[config.mk]
export PLATFORM = sky130hd
export DESIGN_NAME = ptprtc_rtc_ctrl
export DESIGN_NICKNAME = d
export VERILOG_FILES = /design/src/include/ptprtc_pkg.sv /design/src/ptprtc_base_tick.sv /design/src/ptprtc_time_add.sv /design/src/ptprtc_rtc_ctrl.sv
export SDC_FILE = /design/constraint.sdc
export NUM_CORES = 1
export LEC_CHECK = 0
export BUFFER_PORTS_ARGS = -buffer_cell sky130_fd_sc_hd__clkbuf_2
export CELL_PAD_IN_SITES_DETAIL_PLACEMENT = 1
export CELL_PAD_IN_SITES_GLOBAL_PLACEMENT = 1
export CORE_ASPECT_RATIO = 0.7
export CORE_MARGIN = 5
export CORE_UTILIZATION = 43
export CTS_CLUSTER_SIZE = 30
export DETAILED_ROUTE_END_ITERATION = 12
export GPL_ROUTABILITY_DRIVEN = 1
export PLACE_DENSITY = 0.83
export SETUP_SLACK_MARGIN = 0.15
export SYNTH_ARGS = -nofsm -noshare
export SYNTH_HDL_FRONTEND = slang
export SYNTH_SLANG_ARGS = --single-unit
[constraint.sdc]
create_clock -name i_sys_clk -period 15.72 [get_ports i_sys_clk]
set_clock_uncertainty 0.1 [all_clocks]
set_input_delay 1.572 -clock i_sys_clk [delete_from_list [all_inputs] [get_ports i_sys_clk]]
set_output_delay 1.572 -clock i_sys_clk [all_outputs]
set_load 0.05 [all_outputs]
[src/include/ptprtc_pkg.sv]
// Constants of the precision real-time clock control block
// Operation
// Read bit snapshots live time into registers
// Load bit copies registers into live time
// Reset bit zeroes time, then self-clears
// Continuous adjust applies rate each base cycle
// Rate direction bit sets correction sign
// Time advances only while enable bit set
// Step direction zero subtracts step value
// Phase code counts 8ns slots, 0 to 4; live phase is the 10ns residue, 0 to 3
// Phase codes 5 to 7 never produced
// Nanoseconds split into high and low words
// Seconds high word holds bits 31:16
// Step bit applies step value once, self-clears
// Seconds low word holds bits 15:0
// Direction one adds, zero subtracts rate
// Snapshot fields captured together, held stable
// Nanosecond wrap at one second bumps seconds
package ptprtc_pkg;
	// ---------------------------------------------------------------
	// Register offsets
	// ---------------------------------------------------------------
	localparam logic [11:0] ADDR_CONTROL = 12'h500;
	localparam logic [11:0] ADDR_PHASE   = 12'h502;
	localparam logic [11:0] ADDR_NS_HI   = 12'h504;
	localparam logic [11:0] ADDR_NS_LO   = 12'h506;
	localparam logic [11:0] ADDR_SEC_HI  = 12'h508;
	localparam logic [11:0] ADDR_SEC_LO  = 12'h50A;
	localparam logic [11:0] ADDR_RATE_HI = 12'h50C;
	localparam logic [11:0] ADDR_RATE_LO = 12'h50E;
	// ---------------------------------------------------------------
	// Field positions and masks
	// ---------------------------------------------------------------
	localparam int          CTL_RESET    = 0;
	localparam int          CTL_ENABLE   = 1;
	localparam int          CTL_CONT     = 2;
	localparam int          CTL_LOAD     = 3;
	localparam int          CTL_READ     = 4;
	localparam int          CTL_STEP_DIR = 5;
	localparam int          CTL_STEP     = 6;
	localparam int          RATE_DIR     = 15;
	localparam logic [15:0] CTL_WR_MASK  = 16'h807F;
	localparam logic [15:0] CTL_SC_MASK  = 16'h0059;
	localparam logic [15:0] REG_RESET    = 16'h0000;
	localparam logic [2:0]  PHASE_MAX    = 3'h4;
	// ---------------------------------------------------------------
	// Timing
	// ---------------------------------------------------------------
	localparam int          SYS_CLK_NS   = 50;
	localparam int          TICK_UNIT_NS = 10;
	localparam int          BASE_NS      = 40;
	localparam int          SYS_UNITS    = SYS_CLK_NS / TICK_UNIT_NS;
	localparam int          BASE_UNITS   = BASE_NS / TICK_UNIT_NS;
	localparam logic [31:0] BASE_NS_W    = 32'h0000_0028;
	localparam logic [31:0] NS_PER_SEC   = 32'h3B9A_CA00;
endpackage

[src/ptprtc_base_tick.sv]
// Base-cycle counter and 10ns phase residue tracker for the real-time clock
`timescale 1ns/100ps
`default_nettype none
module ptprtc_base_tick #(
	parameter int SYS_UNITS  = ptprtc_pkg::SYS_UNITS,
	parameter int BASE_UNITS = ptprtc_pkg::BASE_UNITS
) (
	input  wire logic       i_sys_clk,
	input  wire logic       i_rst_n,
	input  wire logic       i_run,
	input  wire logic       i_clear,
	input  wire logic       i_load,
	input  wire logic [2:0] i_load_phase,
	output logic      [1:0] o_cycles,
	output logic      [2:0] o_phase
);
	// Elaboration guard: 2-bit residue, at most two base cycles per clock
	if (BASE_UNITS != 4 || SYS_UNITS < 4 || SYS_UNITS > 7) begin : g_bad
		$error("ptprtc_base_tick: unsupported clock ratio");
	end

	logic [1:0] acc_q;
	logic [1:0] acc_d;
	logic [1:0] load_acc;
	logic [3:0] sum;

	// Residue in 10ns units; wraps count whole 40ns base cycles
	assign sum      = {2'h0, acc_q} + 4'(SYS_UNITS);
	assign o_cycles = i_run ? sum[3:2] : 2'h0;
	assign o_phase  = {1'b0, acc_q};

	// Phase code to residue, floor of 8ns steps in 10ns units
	assign load_acc = (i_load_phase == 3'h0) ? 2'h0 :
	                  (i_load_phase == 3'h1) ? 2'h0 :
	                  (i_load_phase == 3'h2) ? 2'h1 :
	                  (i_load_phase == 3'h3) ? 2'h2 : 2'h3;

	assign acc_d = i_clear ? 2'h0 : i_load ? load_acc : i_run ? sum[1:0] : acc_q;

	// Residue register
	always_ff @(posedge i_sys_clk) begin
		if (!i_rst_n)
			acc_q <= 2'h0;
		else
			acc_q <= acc_d;
	end
endmodule
`default_nettype wire

[src/ptprtc_time_add.sv]
// Seconds, nanoseconds and fraction adder with one-second wrap
`timescale 1ns/100ps
`default_nettype none
module ptprtc_time_add (
	input  wire logic        i_sub_op,
	input  wire logic [31:0] i_ns,
	input  wire logic [31:0] i_sec,
	input  wire logic [31:0] i_frac,
	input  wire logic [31:0] i_d_ns,
	input  wire logic [31:0] i_d_frac,
	output logic      [31:0] o_ns,
	output logic      [31:0] o_sec,
	output logic      [31:0] o_frac
);
	logic [32:0] frac_sum;
	logic [32:0] frac_dif;
	logic [33:0] ns_sum;
	logic [33:0] ns_dif;
	logic [33:0] sum_fix;
	logic [33:0] dif_fix;
	logic        sum_wrap;
	logic        dif_wrap;

	// Fraction carry or borrow ripples into nanoseconds
	assign frac_sum = {1'b0, i_frac} + {1'b0, i_d_frac};
	assign frac_dif = {1'b0, i_frac} - {1'b0, i_d_frac};
	assign ns_sum   = {2'h0, i_ns} + {2'h0, i_d_ns} + {33'h0, frac_sum[32]};
	assign ns_dif   = {2'h0, i_ns} - {2'h0, i_d_ns} - {33'h0, frac_dif[32]};

	// One-second wrap in either direction moves the seconds count
	assign sum_wrap = ns_sum >= {2'h0, ptprtc_pkg::NS_PER_SEC};
	assign dif_wrap = ns_dif[33];
	assign sum_fix  = sum_wrap ? ns_sum - {2'h0, ptprtc_pkg::NS_PER_SEC} : ns_sum;
	assign dif_fix  = dif_wrap ? ns_dif + {2'h0, ptprtc_pkg::NS_PER_SEC} : ns_dif;

	// Result select
	assign o_frac = i_sub_op ? frac_dif[31:0] : frac_sum[31:0];
	assign o_ns   = i_sub_op ? dif_fix[31:0] : sum_fix[31:0];
	assign o_sec  = i_sub_op ? i_sec - {31'h0, dif_wrap} : i_sec + {31'h0, sum_wrap};
endmodule
`default_nettype wire

[src/ptprtc_rtc_ctrl.sv]
// Precision real-time clock with control, time and rate registers
`timescale 1ns/100ps
`default_nettype none
module ptprtc_rtc_ctrl (
	input  wire logic        i_sys_clk,
	input  wire logic        i_rst_n,
	input  wire logic [11:0] i_addr,
	input  wire logic [15:0] i_wr_data,
	input  wire logic        i_wr_en,
	input  wire logic        i_rd_en,
	output logic      [15:0] o_rd_data,
	output logic      [31:0] o_rtc_ns,
	output logic      [31:0] o_rtc_sec
);
	// ---------------------------------------------------------------
	// State
	// ---------------------------------------------------------------
	logic [15:0] ctrl_q;
	logic [15:0] ctrl_d;
	logic [2:0]  ph_q;
	logic [2:0]  ph_d;
	logic [15:0] nsh_q;
	logic [15:0] nsh_d;
	logic [15:0] nsl_q;
	logic [15:0] nsl_d;
	logic [15:0] sech_q;
	logic [15:0] sech_d;
	logic [15:0] secl_q;
	logic [15:0] secl_d;
	logic [15:0] rth_q;
	logic [15:0] rth_d;
	logic [15:0] rtl_q;
	logic [15:0] rtl_d;
	logic [31:0] rtc_ns_q;
	logic [31:0] rtc_ns_d;
	logic [31:0] rtc_sec_q;
	logic [31:0] rtc_sec_d;
	logic [31:0] rtc_frac_q;
	logic [31:0] rtc_frac_d;
	logic [15:0] rd_q;
	logic [15:0] rd_mux;

	// ---------------------------------------------------------------
	// Bus decode
	// ---------------------------------------------------------------
	logic wr_ctl;
	logic wr_ph;
	logic wr_nsh;
	logic wr_nsl;
	logic wr_sech;
	logic wr_secl;
	logic wr_rth;
	logic wr_rtl;

	// Write strobes per register
	assign wr_ctl  = i_wr_en && (i_addr == ptprtc_pkg::ADDR_CONTROL);
	assign wr_ph   = i_wr_en && (i_addr == ptprtc_pkg::ADDR_PHASE);
	assign wr_nsh  = i_wr_en && (i_addr == ptprtc_pkg::ADDR_NS_HI);
	assign wr_nsl  = i_wr_en && (i_addr == ptprtc_pkg::ADDR_NS_LO);
	assign wr_sech = i_wr_en && (i_addr == ptprtc_pkg::ADDR_SEC_HI);
	assign wr_secl = i_wr_en && (i_addr == ptprtc_pkg::ADDR_SEC_LO);
	assign wr_rth  = i_wr_en && (i_addr == ptprtc_pkg::ADDR_RATE_HI);
	assign wr_rtl  = i_wr_en && (i_addr == ptprtc_pkg::ADDR_RATE_LO);

	// ---------------------------------------------------------------
	// Control actions
	// ---------------------------------------------------------------
	logic        do_rst;
	logic        do_load;
	logic        do_step;
	logic        do_snap;
	logic        run;
	logic        cont;
	logic        rate_up;
	logic [29:0] rate;
	logic [31:0] hold_ns;
	logic [31:0] hold_sec;

	// Self-clearing bits act in the cycle after they are written
	assign do_rst   = ctrl_q[ptprtc_pkg::CTL_RESET];
	assign do_load  = ctrl_q[ptprtc_pkg::CTL_LOAD];
	assign do_step  = ctrl_q[ptprtc_pkg::CTL_STEP];
	assign do_snap  = ctrl_q[ptprtc_pkg::CTL_READ];
	assign run      = ctrl_q[ptprtc_pkg::CTL_ENABLE] && !do_rst && !do_load;
	assign cont     = ctrl_q[ptprtc_pkg::CTL_CONT];
	assign rate_up  = rth_q[ptprtc_pkg::RATE_DIR];
	assign rate     = {rth_q[13:0], rtl_q};
	assign hold_ns  = {nsh_q, nsl_q};
	assign hold_sec = {sech_q, secl_q};
	// New write wins, otherwise pulse bits drop after acting
	assign ctrl_d   = wr_ctl ? (i_wr_data & ptprtc_pkg::CTL_WR_MASK)
	                         : (ctrl_q & ~ptprtc_pkg::CTL_SC_MASK);

	// ---------------------------------------------------------------
	// Base cycle tracking
	// ---------------------------------------------------------------
	logic [1:0] cycles;
	logic [2:0] live_phase;

	ptprtc_base_tick u_tick (
		.i_sys_clk    (i_sys_clk),
		.i_rst_n      (i_rst_n),
		.i_run        (run),
		.i_clear      (do_rst),
		.i_load       (do_load),
		.i_load_phase (ph_q),
		.o_cycles     (cycles),
		.o_phase      (live_phase)
	);

	// ---------------------------------------------------------------
	// Per-clock advance with rate correction
	// ---------------------------------------------------------------
	logic [31:0] rate_x;
	logic [31:0] adj_x;
	logic        adj_neg;
	logic [31:0] tick_dns;
	logic [31:0] tick_dfrac;
	logic [31:0] tick_ns;
	logic [31:0] tick_sec;
	logic [31:0] tick_frac;

	// Rate once per elapsed base cycle, signed by the direction bit
	assign rate_x     = (cycles == 2'h2) ? {1'b0, rate, 1'b0} :
	                    (cycles == 2'h1) ? {2'h0, rate} : 32'h0000_0000;
	assign adj_x      = cont ? rate_x : 32'h0000_0000;
	assign adj_neg    = !rate_up && (adj_x != 32'h0000_0000);
	assign tick_dns   = ({30'h0, cycles} * ptprtc_pkg::BASE_NS_W) - {31'h0, adj_neg};
	assign tick_dfrac = adj_neg ? (32'h0000_0000 - adj_x) : adj_x;

	ptprtc_time_add u_tick_add (
		.i_sub_op (1'b0),
		.i_ns     (rtc_ns_q),
		.i_sec    (rtc_sec_q),
		.i_frac   (rtc_frac_q),
		.i_d_ns   (tick_dns),
		.i_d_frac (tick_dfrac),
		.o_ns     (tick_ns),
		.o_sec    (tick_sec),
		.o_frac   (tick_frac)
	);

	// ---------------------------------------------------------------
	// Step adjustment on top of the advance
	// ---------------------------------------------------------------
	logic [31:0] step_ns;
	logic [31:0] step_sec;
	logic [31:0] step_frac;
	logic        step_sub;

	assign step_sub = !ctrl_q[ptprtc_pkg::CTL_STEP_DIR];

	ptprtc_time_add u_step_add (
		.i_sub_op (step_sub),
		.i_ns     (tick_ns),
		.i_sec    (tick_sec),
		.i_frac   (tick_frac),
		.i_d_ns   (hold_ns),
		.i_d_frac (32'h0000_0000),
		.o_ns     (step_ns),
		.o_sec    (step_sec),
		.o_frac   (step_frac)
	);

	// Time select: reset, then load, then step, then plain advance
	assign rtc_ns_d   = do_rst ? 32'h0000_0000 : do_load ? hold_ns :
	                    do_step ? step_ns : tick_ns;
	assign rtc_sec_d  = do_rst ? 32'h0000_0000 : do_load ? hold_sec :
	                    do_step ? step_sec : tick_sec;
	assign rtc_frac_d = (do_rst || do_load) ? 32'h0000_0000 :
	                    do_step ? step_frac : tick_frac;

	// ---------------------------------------------------------------
	// Time registers; snapshot beats a same-cycle software write
	// ---------------------------------------------------------------
	assign ph_d   = do_snap ? live_phase : wr_ph ? i_wr_data[2:0] : ph_q;
	assign nsh_d  = do_snap ? rtc_ns_q[31:16] : wr_nsh ? i_wr_data : nsh_q;
	assign nsl_d  = do_snap ? rtc_ns_q[15:0] : wr_nsl ? i_wr_data : nsl_q;
	assign sech_d = do_snap ? rtc_sec_q[31:16] : wr_sech ? i_wr_data : sech_q;
	assign secl_d = do_snap ? rtc_sec_q[15:0] : wr_secl ? i_wr_data : secl_q;
	assign rth_d  = wr_rth ? i_wr_data : rth_q;
	assign rtl_d  = wr_rtl ? i_wr_data : rtl_q;

	// Read select; unmapped and reserved bits read zero
	assign rd_mux = (i_addr == ptprtc_pkg::ADDR_CONTROL) ? ctrl_q :
	                (i_addr == ptprtc_pkg::ADDR_PHASE)   ? {13'h0000, ph_q} :
	                (i_addr == ptprtc_pkg::ADDR_NS_HI)   ? nsh_q :
	                (i_addr == ptprtc_pkg::ADDR_NS_LO)   ? nsl_q :
	                (i_addr == ptprtc_pkg::ADDR_SEC_HI)  ? sech_q :
	                (i_addr == ptprtc_pkg::ADDR_SEC_LO)  ? secl_q :
	                (i_addr == ptprtc_pkg::ADDR_RATE_HI) ? rth_q :
	                (i_addr == ptprtc_pkg::ADDR_RATE_LO) ? rtl_q : 16'h0000;

	// Register bank
	always_ff @(posedge i_sys_clk) begin
		if (!i_rst_n) begin
			ctrl_q <= ptprtc_pkg::REG_RESET;
			ph_q   <= 3'h0;
			nsh_q  <= ptprtc_pkg::REG_RESET;
			nsl_q  <= ptprtc_pkg::REG_RESET;
			sech_q <= ptprtc_pkg::REG_RESET;
			secl_q <= ptprtc_pkg::REG_RESET;
			rth_q  <= ptprtc_pkg::REG_RESET;
			rtl_q  <= ptprtc_pkg::REG_RESET;
		end else begin
			ctrl_q <= ctrl_d;
			ph_q   <= ph_d;
			nsh_q  <= nsh_d;
			nsl_q  <= nsl_d;
			sech_q <= sech_d;
			secl_q <= secl_d;
			rth_q  <= rth_d;
			rtl_q  <= rtl_d;
		end
	end

	// Live time
	always_ff @(posedge i_sys_clk) begin
		if (!i_rst_n) begin
			rtc_ns_q   <= 32'h0000_0000;
			rtc_sec_q  <= 32'h0000_0000;
			rtc_frac_q <= 32'h0000_0000;
		end else begin
			rtc_ns_q   <= rtc_ns_d;
			rtc_sec_q  <= rtc_sec_d;
			rtc_frac_q <= rtc_frac_d;
		end
	end

	// Read data stands for one cycle only
	always_ff @(posedge i_sys_clk) begin
		if (!i_rst_n)
			rd_q <= 16'h0000;
		else
			rd_q <= i_rd_en ? rd_mux : 16'h0000;
	end

	assign o_rd_data = rd_q;
	assign o_rtc_ns  = rtc_ns_q;
	assign o_rtc_sec = rtc_sec_q;

	logic quiet;
	logic tick_only;

	// No pulse bit pending and no control write
	assign quiet     = ((ctrl_q & ptprtc_pkg::CTL_SC_MASK) == 16'h0000) && !wr_ctl;
	assign tick_only = quiet && ctrl_q[ptprtc_pkg::CTL_ENABLE] && !cont;
endmodule
`default_nettype wire

==> reports/results.txt <==
The number of clock sinks is 221. Deepest level of the CTS H-tree: 1. Setup repair after global routing could not meet its margin everywhere. At the worst endpoint, the arrival time is 15640 ps.

The first global-routing pass estimated 154000 um of wire. The number of stages on the worst hold path came out at 2. On the critical path, the stage with the largest delay is an instance of or4_4.

The floorplan die height is 202 um. After routing, the total negative slack on setup checks comes to 0 ps. For the pin with the worst max-slew slack, the measured transition is 1280 ps. The deepest clock path buffer count came out at 3. The endpoint identified for the worst register-to-register timing path is o_rtc_sec[30]. For the hold buffer count at CTS, the log shows 0.

TritonCTS created 26 clock buffers. The run gives 3082 as the gate count of the mapped netlist. The wire length per cell came out at 25.7 um.

A synthesized cell averages 7.31 um^2. Share of the clock period used by the worst path: 96.9%. The start-to-end type of the worst setup path is reg -> reg. The count of flip-flops with a built-in enable after synthesis is 0, and the utilization of the core after routing is 51.6%. The synthesized design contains 221 register bits. Clock tree synthesis selected as its root buffer the cell clkbuf_16. The most numerous cell type found on the critical path is a21o_1. For the worst path required time, the log shows 16120 ps. The worst setup path startpoint was u_tick.acc_q[0]. Worst flop-to-flop path startpoint: u_tick.acc_q[0].

After floorplanning, the core was divided into 70 placement rows. The via-per-instance ratio was 6.43. End of the worst hold path: rth_q[14]. In the global route stage, overall resource usage came out at 33.5%. Wires add up to 103000 um. Of the synthesized area, sequential elements account for 19.6%. In this run the worst hold path is classified as reg -> reg. For the initial antenna violation count, the log shows 3. In this run the static leakage power is 11.4 nW. The most frequent standard cell in the layout excluding fill and tap cells is nand2_1. Length of the first detailed-routing pass in iterations: 6.

For the number of pins exceeding their max-slew limit in the final report, the log shows 0. Clock latency on the worst-skew pair, taken at its later pin, is 580 ps. Starting density of the core: 43.3%.

The run gives 112 as the I/O pin count. Counting cells, the worst reg-to-reg path comes to 74. Setup violations remaining at the end of the flow were counted as 0. In this run the most critical hold path is launched from rth_q[14]. TritonCTS built the clock tree. Max-cap violations in this run came to 0. The area of the die was 57100 um^2. From left edge to right edge, the die measures 284 um. After clock tree synthesis, the clock-pin slew on the worst setup and hold paths is 60 ps. The final net count was 3521; the detailed-route DRC error count was 0. The run finished with clean final reports. For the largest net degree at the start of global routing, the log shows 111.

The first routing iteration left 2791 violations. The number of nets in the synthesized netlist is 3286. The share of final-layout standard cells stronger than drive strength 1 came out at 17.7%. Input and output buffers added on the ports amount to 111. The maximum fanout along the worst path is 7, and the overflow left after global routing is 0. Compared with the post-synthesis result, the final layout area differs by 19.2%. At the end of routability-driven placement, the weighted congestion stood at 1.01. STA classifies the critical path endpoint as a flop. The tools report the worst setup slack for register-to-register paths as 480 ps. The logs give 0 for the remaining number of nets flagged by the antenna check after routing and 0 for the total of warnings raised by yosys.

The synthesized netlist occupies a cell area of 22500 um^2. The power density over the cells is 175 nW/um^2, and the area of the placeable core is 52000 um^2. The share of synthesized registers carrying an async set or reset works out to 0%. The maximum vdd ir drop came out at 0.160 mV.

For the final hold violation count, the log shows 0. After layout, the minimum clock period comes to 15240 ps. The worst setup path is launched from a flop.

In the layout the commonest cells are 327 x nand2_1, 287 x nor2_1, 257 x a21oi_1. For this run, the slowest stage of the critical path takes 460 ps. The worst max-slew margin expressed relative to the limit came out at 14.6%.

Flip-flop cell with the highest count after synthesis: dfxtp_1. The number of global-route vias before repair was 26000; the number of unique standard cell types used by synthesis was 97. Based on the critical path, the design can be clocked at up to 65.6 MHz. The HPWL after detailed placement is 78400 um. The detailed router placed 25900 vias in this run.
[metal layers]
metal | up-vias | GRT usage [%] | share of wire [%]
met4 | 0 | 13.7 | 4.9
met2 | 1209 | 53.0 | 44
li1 | 11600 | - | -
met1 | 12800 | 45.5 | 43
met5 | - | 0 | 0
met3 | 259 | 5.45 | 8.5
[critical path, delay by kind of cell, from the launching register on]
kind                       cells  cell delay (ps)
buffers and inverters          9             1420
adders and majority gates      7             1990
xor gates and xnor gates       3              740
AOI/OAI and AO/OA             39             7510
and+or+nand+nor               16             3000
DFF                            1              360
[synth_stat cells, drive strengths merged, types with 24 or more instances]
cell type	n	area [um^2]
buf	26	126
nand2b	31	194
xor2	71	622
o211ai	32	245
o21bai	24	180
nand2	330	1240
a22oi	29	218
o21a	37	278
nor3	63	315
and3	38	238
nor2b	44	275
clkbuf	139	523
mux2i	102	1020
nor2	292	1100
nand3	77	385
a21boi	40	300
a31oi	35	225
ha	166	2080
xnor2	140	1230
a21oi	272	1370
a211oi	49	378
and2	89	557
nor4	26	184
a21o	70	526
dfxtp	221	4420
or3	32	205
o21ai	196	981
inv	108	405
[sequential cells by signal, summed over array words and instances, names as in the netlist]
| name | flops |
|---|---|
| rth_q | 16 |
| secl_q | 16 |
| nsl_q | 16 |
| rtl_q | 16 |
| o_rd_data | 16 |
| o_rtc_ns | 32 |
| u_tick.acc_q | 2 |
| ctrl_q | 8 |
| sech_q | 16 |
| ph_q | 3 |
| nsh_q | 16 |
| rtc_frac_q | 32 |
| o_rtc_sec | 32 |
[worst max path at each step]
stage                    end  slack [ps]  depth (start not counted)
3_3_place_gp   o_rtc_sec[26]         -90                         66
5_1_grt        o_rtc_sec[26]        -200                         74
4_1_cts        o_rtc_sec[30]         200                         70
2_1_floorplan  o_rtc_sec[31]         170                         70
3_5_place_dp   o_rtc_sec[30]        -880                         69
6_report       o_rtc_sec[30]         480                         74
[power by group]
group	internal, mW	switching, mW	total, mW
clock	0.371	0.268	0.639
sequential	0.578	0.0479	0.626
combinational	1.39	2.05	3.43
total	2.33	2.36	4.70
[layout make-up]
type,instances,area (um^2)
Fill cell,6581,25200
Sequential cell,221,4440
Antenna cell,3,7.51
Clock inverter,10,139
Timing Repair Buffer,372,2580
Multi-Input combinational cell,2586,17700
Clock buffer,35,724
Inverter,110,418
Tap cell,684,856
[cell families (layout without fill, tap and decap cells)]
group                    after synthesis  count (layout)  synth area share, %
other                                  0               3                    0
flip-flops                           221             221                 19.6
buffers and inverters                275             527                 4.71
AO/OA/AOI/OAI                        965             965                 28.0
adder cells (fa/ha/maj)              172             172                 9.75
XOR/XNOR                             211             211                 8.20
AND/OR/NAND/NOR                     1113            1113                 23.9
multiplexers                         125             125                 5.73
[metrics by stage]
step | setup slack (ps) | total power, mW | instance area [um^2] | std cells | hold slack [ps]
global placement | -88.0 | 3.67 | 25100 | 3943 | 354
finish | 483 | 4.70 | 26900 | 4021 | 380
floorplan | 173 | 2.69 | 22600 | 3082 | 342
detailed placement | -876 | 3.80 | 25100 | 3943 | 366
CTS | 199 | 4.48 | 26100 | 3990 | 375
global route | -204 | 4.95 | 26900 | 4021 | 389
[what timing repair did]
action,in CTS,in global routing
buffers inserted,2,27
pin swaps,6,58
cloned,0,1
gates resized for setup,33,104
setup endpoints to repair,20,22
Power figures use the tool's default switching activity.
